[config.mk]
export PLATFORM = sky130hd
export DESIGN_NAME = branch_skip_bitop_exec
export DESIGN_NICKNAME = d
export VERILOG_FILES = /design/src/exec_pkg.sv /design/src/branch_cond_eval.sv /design/src/branch_skip_bitop_exec.sv
export SDC_FILE = /design/constraint.sdc
export NUM_CORES = 1
export LEC_CHECK = 0
export BUFFER_PORTS_ARGS = -buffer_cell sky130_fd_sc_hd__clkbuf_2
export CORE_UTILIZATION = 55
export CTS_CLUSTER_DIAMETER = 30
export DETAILED_ROUTE_END_ITERATION = 8
export GPL_TIMING_DRIVEN = 1
export PLACE_DENSITY = 0.73
export SETUP_SLACK_MARGIN = 0.5
export SYNTH_ARGS = -nofsm -noshare
export SYNTH_HDL_FRONTEND = slang
export SYNTH_SLANG_ARGS = --single-unit
[constraint.sdc]
create_clock -name pclk -period 6.77 [get_ports pclk]
set_input_delay 0.677 -clock pclk [delete_from_list [all_inputs] [get_ports pclk]]
set_output_delay 0.677 -clock pclk [all_outputs]
set_load 0.005 [all_outputs]
[src/exec_pkg.sv]
package exec_pkg;

  // Status flag bit positions.
  localparam int FLAG_C = 0;
  localparam int FLAG_Z = 1;
  localparam int FLAG_N = 2;
  localparam int FLAG_V = 3;
  localparam int FLAG_S = 4;
  localparam int FLAG_H = 5;
  localparam int FLAG_T = 6;
  localparam int FLAG_I = 7;

  // Cycle costs of each outcome.
  localparam logic [1:0] CYC_NO_SKIP = 2'h1;
  localparam logic [1:0] CYC_SKIP_ONE_WORD = 2'h2;
  localparam logic [1:0] CYC_SKIP_TWO_WORD = 2'h3;
  localparam logic [1:0] CYC_BRANCH_NOT = 2'h1;
  localparam logic [1:0] CYC_BRANCH_TAKEN = 2'h2;
  localparam logic [1:0] CYC_IO_BIT = 2'h2;

  // APB byte offsets.
  localparam logic [7:0] OFS_STATUS_FLAGS = 8'h00;
  localparam logic [7:0] OFS_PC = 8'h04;
  localparam logic [7:0] OFS_RETIRED = 8'h08;
  localparam logic [7:0] OFS_TAKEN = 8'h0C;
  localparam logic [7:0] OFS_LAST = 8'h10;
  localparam logic [7:0] OFS_IO_BASE = 8'h40;

  // Field positions in the last-outcome register.
  localparam int LAST_CYC_LSB = 0;
  localparam int LAST_TAKEN_BIT = 4;
  localparam int LAST_OP_LSB = 8;

  // Reset values.
  localparam logic [7:0] RST_STATUS_FLAGS = 8'h00;
  localparam logic [7:0] RST_IO = 8'h00;

  typedef enum logic [4:0] {
    op_nop,
    op_skip_if_reg_bit_one,
    op_skip_if_io_bit_zero,
    op_skip_if_io_bit_one,
    op_branch_on_flag_one,
    op_branch_on_flag_zero,
    op_branch_equal,
    op_branch_not_equal,
    op_branch_carry_one,
    op_branch_carry_zero,
    op_branch_same_or_higher,
    op_branch_lower,
    op_branch_minus,
    op_branch_plus,
    op_branch_signed_ge,
    op_branch_signed_lt,
    op_branch_half_carry_one,
    op_branch_half_carry_zero,
    op_branch_transfer_bit_one,
    op_branch_transfer_bit_zero,
    op_branch_overflow_one,
    op_branch_overflow_zero,
    op_branch_irq_enabled,
    op_branch_irq_disabled,
    op_io_bit_force_one,
    op_io_bit_force_zero
  } op_t;

  typedef struct packed {
    op_t op;
    logic [4:0] io_addr;
    logic [2:0] bit_sel;
    logic [2:0] flag_sel;
    logic [6:0] offset;
    logic [7:0] reg_value;
    logic next_two_word;
  } exec_req_t;

  typedef struct packed {
    logic valid;
    logic taken;
    logic [1:0] cycles;
  } exec_resp_t;

endpackage

[src/branch_cond_eval.sv]
`timescale 1ns/1ps
`default_nettype none

module branch_cond_eval
  import exec_pkg::*;
(
  input wire op_t op,
  input wire logic [2:0] flag_sel,
  input wire logic [2:0] bit_sel,
  input wire logic [7:0] flags,
  input wire logic [7:0] reg_value,
  input wire logic [7:0] io_value,
  output logic take
);

  logic signed_lt;

  assign signed_lt = flags[FLAG_N] ^ flags[FLAG_V];

  always_comb begin
    case (op)
      op_skip_if_reg_bit_one: take = reg_value[bit_sel]; // RL1
      op_skip_if_io_bit_zero: take = ~io_value[bit_sel]; // RL2
      op_skip_if_io_bit_one: take = io_value[bit_sel]; // RL3
      op_branch_on_flag_one: take = flags[flag_sel]; // RL4
      op_branch_on_flag_zero: take = ~flags[flag_sel]; // RL5
      op_branch_equal: take = flags[FLAG_Z]; // RL13
      op_branch_not_equal: take = ~flags[FLAG_Z]; // RL13
      op_branch_carry_one: take = flags[FLAG_C]; // RL6
      op_branch_carry_zero: take = ~flags[FLAG_C]; // RL6
      op_branch_same_or_higher: take = ~flags[FLAG_C]; // RL6
      op_branch_lower: take = flags[FLAG_C]; // RL6
      op_branch_minus: take = flags[FLAG_N]; // RL13
      op_branch_plus: take = ~flags[FLAG_N]; // RL13
      op_branch_signed_ge: take = ~signed_lt; // RL7
      op_branch_signed_lt: take = signed_lt; // RL8
      op_branch_half_carry_one: take = flags[FLAG_H]; // RL9
      op_branch_half_carry_zero: take = ~flags[FLAG_H]; // RL9
      op_branch_transfer_bit_one: take = flags[FLAG_T]; // RL10
      op_branch_transfer_bit_zero: take = ~flags[FLAG_T]; // RL10
      op_branch_overflow_one: take = flags[FLAG_V]; // RL11
      op_branch_overflow_zero: take = ~flags[FLAG_V]; // RL11
      op_branch_irq_enabled: take = flags[FLAG_I]; // RL12
      op_branch_irq_disabled: take = ~flags[FLAG_I]; // RL12
      default: take = 1'b0;
    endcase
  end

endmodule

`default_nettype wire

[src/branch_skip_bitop_exec.sv]
// Overview of operation
// (RL1) Skip next instruction when working register bit is one; 1/2/3 cycles.
// (RL2) Skip next instruction when I/O register bit is zero; flags kept.
// (RL3) Skip next instruction when I/O register bit is one; flags kept.
// (RL4) Flag-one branch: chosen flag one loads PC with PC plus offset plus one.
// (RL5) Flag-zero branch: chosen flag zero branches by offset plus one.
// (RL6) Same-or-higher and carry-zero on carry zero; lower, carry-one on one.
// (RL7) Signed greater-or-equal branch taken when N xor V is zero.
// (RL8) Signed less-than branch taken when N xor V is one; 1 or 2 cycles.
// (RL9) Half-carry branches taken on H one or zero respectively.
// (RL10) Transfer-bit branches taken on T one or zero; no flag changes.
// (RL11) Overflow branches taken on V one or zero; offset plus one.
// (RL12) Interrupt branches taken on I one or zero; 1 or 2 cycles.
// (RL13) Equal/not-equal test Z; minus/plus test N.
// (RL14) Force one I/O bit to one in two cycles; flags untouched.
// (RL15) Force one I/O bit to zero in two cycles; flags untouched.
// (RL16) Offset is signed; skip over two-word takes 3 cycles, one-word 2.
//
// Design decisions made here: the APB slave port and the address map.
`timescale 1ns/1ps
`default_nettype none

module branch_skip_bitop_exec
  import exec_pkg::*;
#(
  parameter int PC_W = 16,
  parameter int IO_REGS = 32
) (
  input wire logic pclk,
  input wire logic presetn,
  input wire logic psel,
  input wire logic penable,
  input wire logic pwrite,
  input wire logic [7:0] paddr,
  input wire logic [31:0] pwdata,
  output logic [31:0] prdata,
  output logic pready,
  output logic pslverr,
  input wire logic req_valid,
  input wire exec_req_t req,
  output logic req_ready,
  output logic [PC_W-1:0] pc,
  output exec_resp_t resp
);

  if (PC_W < 8 || PC_W > 32) begin : g_bad_pc
    $error("PC_W must lie between 8 and 32");
  end
  if (IO_REGS < 1 || IO_REGS > 32) begin : g_bad_io
    $error("IO_REGS must lie between 1 and 32");
  end

  typedef enum logic {st_idle, st_stall} state_t;

  state_t state_q;
  logic [1:0] stall_left_q;
  logic [PC_W-1:0] pc_q;
  logic [7:0] flags_q;
  logic [7:0] io_q [IO_REGS];
  logic [31:0] retired_q;
  logic [31:0] taken_cnt_q;
  logic [31:0] last_q;
  logic [31:0] prdata_q;
  logic pslverr_q;
  exec_resp_t resp_q;

  logic accept;
  logic take;
  logic is_skip;
  logic is_branch;
  logic is_io_bit;
  logic io_hit;
  logic [7:0] io_value;
  logic [1:0] cycles;
  logic [PC_W-1:0] pc_next;
  logic [PC_W-1:0] offset_ext;
  logic [4:0] apb_io_idx;
  logic apb_io_hit;
  logic apb_write;
  logic apb_setup;

  // Handshake with the fetch path; low while a multi-cycle op drains.
  assign req_ready = (state_q == st_idle);
  assign accept = req_valid && req_ready;

  assign is_skip = (req.op == op_skip_if_reg_bit_one) ||
                   (req.op == op_skip_if_io_bit_zero) ||
                   (req.op == op_skip_if_io_bit_one);
  assign is_io_bit = (req.op == op_io_bit_force_one) ||
                     (req.op == op_io_bit_force_zero);
  assign is_branch = (req.op >= op_branch_on_flag_one) &&
                     (req.op <= op_branch_irq_disabled);

  // Addresses beyond the implemented I/O registers read as zero.
  assign io_hit = (32'(req.io_addr) < IO_REGS);
  assign io_value = io_hit ? io_q[req.io_addr] : 8'h00;

  assign offset_ext = {{(PC_W-7){req.offset[6]}}, req.offset}; // RL16

  branch_cond_eval u_cond (
    .op(req.op),
    .flag_sel(req.flag_sel),
    .bit_sel(req.bit_sel),
    .flags(flags_q),
    .reg_value(req.reg_value),
    .io_value(io_value),
    .take(take)
  );

  // Next PC and cycle cost for the accepted instruction.
  always_comb begin
    pc_next = pc_q + PC_W'(1);
    cycles = CYC_NO_SKIP;
    if (is_skip) begin
      if (take) begin
        if (req.next_two_word) begin
          pc_next = pc_q + PC_W'(3); // RL16
          cycles = CYC_SKIP_TWO_WORD; // RL16
        end else begin
          pc_next = pc_q + PC_W'(2); // RL16
          cycles = CYC_SKIP_ONE_WORD; // RL16
        end
      end
    end else if (is_branch) begin
      if (take) begin
        pc_next = pc_q + offset_ext + PC_W'(1); // RL4
        cycles = CYC_BRANCH_TAKEN;
      end else begin
        cycles = CYC_BRANCH_NOT;
      end
    end else if (is_io_bit) begin
      cycles = CYC_IO_BIT; // RL14
    end
  end

  // Sequencer: the accepting cycle is the first cycle of the op.
  always_ff @(posedge pclk or negedge presetn) begin
    if (!presetn) begin
      state_q <= st_idle;
      stall_left_q <= 2'h0;
    end else begin
      case (state_q)
        st_idle: begin
          if (accept && cycles > 2'h1) begin
            state_q <= st_stall;
            stall_left_q <= cycles - 2'h1;
          end
        end
        st_stall: begin
          if (stall_left_q == 2'h1) begin
            state_q <= st_idle;
            stall_left_q <= 2'h0;
          end else begin
            stall_left_q <= stall_left_q - 2'h1;
          end
        end
        default: begin
          state_q <= st_idle;
          stall_left_q <= 2'h0;
        end
      endcase
    end
  end

  // APB decode.
  assign apb_setup = psel && !penable;
  assign apb_write = psel && penable && pwrite;
  assign apb_io_idx = paddr[6:2];
  assign apb_io_hit = (paddr[7:6] != 2'h0) && (paddr[1:0] == 2'h0) &&
                      (paddr >= OFS_IO_BASE) &&
                      (32'(paddr[7:2] - OFS_IO_BASE[7:2]) < IO_REGS);

  // The core never writes the flags; software owns them.
  always_ff @(posedge pclk or negedge presetn) begin
    if (!presetn) begin
      flags_q <= RST_STATUS_FLAGS;
    end else if (apb_write && paddr == OFS_STATUS_FLAGS) begin
      flags_q <= pwdata[7:0];
    end
  end

  // A core PC update wins over a software PC write in the same cycle.
  always_ff @(posedge pclk or negedge presetn) begin
    if (!presetn) begin
      pc_q <= '0;
    end else if (accept) begin
      pc_q <= pc_next;
    end else if (apb_write && paddr == OFS_PC) begin
      pc_q <= pwdata[PC_W-1:0];
    end
  end

  // Bit operations are read-modify-write at acceptance; the second cycle
  // is a bus stall, so the new value is visible from the next op on.
  // A core bit operation wins over a software write to the same register.
  for (genvar i = 0; i < IO_REGS; i++) begin : g_io
    logic core_hit;
    logic apb_hit;
    assign core_hit = accept && is_io_bit && (req.io_addr == 5'(i));
    assign apb_hit = apb_write && apb_io_hit &&
                     (apb_io_idx - OFS_IO_BASE[6:2] == 5'(i));
    always_ff @(posedge pclk or negedge presetn) begin
      if (!presetn) begin
        io_q[i] <= RST_IO;
      end else if (core_hit) begin
        if (req.op == op_io_bit_force_one) begin
          io_q[i][req.bit_sel] <= 1'b1; // RL14
        end else begin
          io_q[i][req.bit_sel] <= 1'b0; // RL15
        end
      end else if (apb_hit) begin
        io_q[i] <= pwdata[7:0];
      end
    end
  end

  // Statistics and the last outcome, for software to inspect.
  always_ff @(posedge pclk or negedge presetn) begin
    if (!presetn) begin
      retired_q <= 32'h0;
      taken_cnt_q <= 32'h0;
      last_q <= 32'h0;
    end else if (accept) begin
      retired_q <= retired_q + 32'h1;
      if ((is_skip || is_branch) && take) begin
        taken_cnt_q <= taken_cnt_q + 32'h1;
      end
      last_q <= 32'h0;
      last_q[LAST_CYC_LSB +: 2] <= cycles;
      last_q[LAST_TAKEN_BIT] <= (is_skip || is_branch) && take;
      last_q[LAST_OP_LSB +: 5] <= req.op;
    end else if (apb_write && paddr == OFS_RETIRED) begin
      retired_q <= 32'h0;
      taken_cnt_q <= 32'h0;
    end
  end

  // Outcome report, one pulse after the last cycle of the op.
  always_ff @(posedge pclk or negedge presetn) begin
    if (!presetn) begin
      resp_q <= '0;
    end else if (accept) begin
      resp_q.valid <= (cycles == 2'h1);
      resp_q.taken <= (is_skip || is_branch) && take;
      resp_q.cycles <= cycles;
    end else if (state_q == st_stall && stall_left_q == 2'h1) begin
      resp_q.valid <= 1'b1;
    end else begin
      resp_q.valid <= 1'b0;
    end
  end

  // Read data is captured in the setup phase and held through access.
  always_ff @(posedge pclk or negedge presetn) begin
    if (!presetn) begin
      prdata_q <= 32'h0;
      pslverr_q <= 1'b0;
    end else if (apb_setup) begin
      pslverr_q <= 1'b0;
      if (paddr == OFS_STATUS_FLAGS) begin
        prdata_q <= {24'h0, flags_q};
      end else if (paddr == OFS_PC) begin
        prdata_q <= 32'(pc_q);
      end else if (paddr == OFS_RETIRED) begin
        prdata_q <= retired_q;
      end else if (paddr == OFS_TAKEN) begin
        prdata_q <= taken_cnt_q;
      end else if (paddr == OFS_LAST) begin
        prdata_q <= last_q;
      end else if (apb_io_hit) begin
        prdata_q <= {24'h0, io_q[apb_io_idx - OFS_IO_BASE[6:2]]};
      end else begin
        prdata_q <= 32'h0;
        pslverr_q <= 1'b1;
      end
    end
  end

  assign pready = 1'b1;
  assign prdata = prdata_q;
  assign pslverr = pslverr_q && psel && penable;
  assign pc = pc_q;
  assign resp = resp_q;

endmodule

`default_nettype wire

==> summary.txt <==
outcome = complete, no violations
Slew HR = 0.0484
area grow syn2layout = 16.1%
PortBufs = 115
fmax = 196 MHz
leak pwr = 0.0121 uW
worst reg-to-reg path cell count = 13
fin crit share = 0.752
htree depth = 3
critical path fanouts, max = 46
cts hold-fix bufs = 0
Die ar. = 0.0473 sq mm
largest net degree at the start of global routing = 106
fillcell total = 3596
GR Util All Layers = 0.380
Slew Limit Fails = 0
post-cts sizing count = 0
ratio of cells with drive above 1 in the final layout = 0.177
ANT cells = 0
Worst Setup SP = req[22]
die width = 218 um
GRT Residual Overflow = 0
Synth Area in Adders = 0.0130
cell at the slowest stage of the critical path = buf_4
Cell Rows = 78
Yosys reg bits = 389
Worst-path clk slew = 40 ps
endpoints failing setup = 0
CP Capture Type = flip-flop
P per Cell Area = 316 mW/mm^2
Final Critical Period = 5090 ps
post-DR wirelength/cell = 25.7 um
Cell Chain, Critical Path = buf_4, mux4_2, a22o_1, a211oi_1, a211oi_1, nor4b_4, and3_1, nor3_4, o311ai_1, inv_1, ha_1, a211o_1, mux2i_1, mux2i_1
maxcap violations = 0
mux contribution to synthesized area = 0.153
Die H = 218 um
antenna violations before repair = 2
Initial DRC Count = 3336
post-CTS setup buffers = 0
clk_skew = 22.1 ps
DR pass1 iterations = 7
Synth Area in XOR/XNOR = 0.0137
CP max stage delay = 670 ps
root buf cell = clkbuf_16
Via Count = 25300
yosys warns = 0
WL final = 90.9 mm
clk buf depth = 3
main combinational cell family by area after synthesis = compound AO/OA/AOI/OAI gates
Nets = 2962
Worst-Margin Slew = 1430 ps
Post-synth EDFFs = 0
asr flop ratio synth = 1.00
post-synthesis compound-gate area fraction = 0.253
Final HPWL DP = 56.6 mm
CTS tree = yes
vias per cell = 7.16
RSZ-0062 raised after global routing = false
final setup TNS = 0 ps
Peak VDD IR = 0.316 mV
Inserted Clock Buffers = 99
Initial Util = 0.560
Cells after Synth = 2873
core footprint = 0.0456 sq mm
# DRC = 0
Hold Fails Final Rpt = 0
first-pass GRT wire length = 138 mm
register area share after synthesis = 0.381
placer's final routability congestion estimate = 0.966
Mapped Area = 0.0255 sq mm
critical path arrival = 5610 ps
Post-synth top flop = dfrtp_1
Syn Area/Cell = 8.89 sq um
hold slack = 88.8 ps
antenna viol nets, final = 0
Worst setup SP type = input pin
syn_nets = 2977
Crit Path Class = input pin to flip-flop
Sink Count = 389
# IOs = 133
Critical Path RT = 7290 ps
post-synthesis simple-gate area fraction = 0.139
worst hold path type = input pin to async pin
Clk Latency, worst-skew pair = 650 ps
Synth cell types = 78
number of global-route vias before repair = 23800
-- Yosys cell counts, types with 20 or more instances --
library cell  number  share of area
a21oi_1          561           0.11
nand2_1          455          0.067
dfrtp_1          389           0.38
o22ai_1          288          0.071
clkbuf_1         210          0.031
mux4_2           132           0.12
nor2_1            99          0.015
o21ai_0           91          0.018
nand3_1           63          0.012
mux2i_1           56          0.022
mux2_2            31          0.014
xnor2_1           29         0.0099
buf_1             28         0.0041
inv_1             26         0.0038
ha_1              25          0.012
a22oi_1           22         0.0065
nor3_1            20         0.0039
-- worst max-delay path, delay by kind of cell --
| kind | cells | cell delay [ps] |
|---|---|---|
| buf+inv | 2 | 770 |
| mux | 3 | 880 |
| simple gates | 3 | 1140 |
| compound gates | 5 | 1850 |
| fa+ha+maj | 1 | 230 |
-- layer usage --
| layer | routed length [um] | share of wire | track usage | vias up |
|---|---|---|---|---|
| met2 | 39900 | 0.44 | 0.561 | 1829 |
| met3 | 12300 | 0.13 | 0.122 | 350 |
| met5 | 31 | 0.00034 | 0 | - |
| met4 | 4990 | 0.055 | 0.206 | 4 |
| met1 | 33700 | 0.37 | 0.496 | 12300 |
| li1 | - | - | - | 10900 |
-- report_power, final --
part	internal, uW	switching (uW)	total [uW]
logic	642	917	1560
registers	2550	345	2890
clock network	3390	1530	4930
total	6580	2800	9380
-- cell families (layout without fill, tap and decap cells) --
group,Yosys count,in the layout
AOI/OAI and AO/OA,1115,1115
xor gates and xnor gates,40,40
adders and majority gates,26,26
buffers and inverters,294,361
DFF,389,389
muxes,220,220
other,1,1
and+or+nand+nor,788,788
-- stage by stage --
| stage | worst slack [ps] | total power (uW) | util | instance area (sq um) | instances |
|---|---|---|---|---|---|
| 6_report | 1680 | 9380 | 0.651 | 29700 | 3540 |
| 5_1_grt | 1420 | 9690 | 0.651 | 29700 | 3540 |
| 4_1_cts | 1930 | 9360 | 0.651 | 29700 | 3540 |
| 3_5_place_dp | 1290 | 4420 | 0.573 | 26100 | 3357 |
| 3_3_place_gp | 1340 | 4360 | 0.573 | 26100 | 3357 |
| 2_1_floorplan | 2790 | 3840 | - | 25500 | 2873 |
-- layout by cell type (no fill, tap or decap), types with 22 or more instances in the layout --
| master | count |
|---|---|
| a21oi_1 | 561 |
| nand2_1 | 452 |
| dfrtp_1 | 389 |
| o22ai_1 | 288 |
| mux4_2 | 132 |
| clkbuf_2 | 110 |
| nor2_1 | 99 |
| clkbuf_16 | 99 |
| o21ai_0 | 91 |
| nand3_1 | 62 |
| mux2i_1 | 56 |
| buf_4 | 40 |
| mux2_2 | 31 |
| xnor2_1 | 29 |
| inv_1 | 26 |
| ha_1 | 25 |
| clkbuf_8 | 24 |
| a22oi_1 | 22 |
-- area by class of cell --
type | count | area [sq um] | area share
flip-flops and latches | 389 | 9730 | 0.328
well taps | 600 | 751 | 0.0253
multi-input cells | 2190 | 14600 | 0.494
clock buffers | 131 | 2840 | 0.0957
clock inverters | 52 | 707 | 0.0238
repair buffers | 152 | 886 | 0.0299
inverters | 26 | 97.6 | 0.00329
-- path summary, 6_finish.rpt --
check	slack (ps)	end
max	1680	stall_left_q[0]$_DFFE_PN0P_
max reg2reg	2170	stall_left_q[0]$_DFFE_PN0P_
min	90	pc[8]$_DFFE_PN0P_
min in group pclk	290	pc[10]$_DFFE_PN0P_
min reg2reg	470	prdata[19]$_DFFE_PN0P_
max in group asynchronous	5140	async pin
Power figures use the tool's default switching activity.
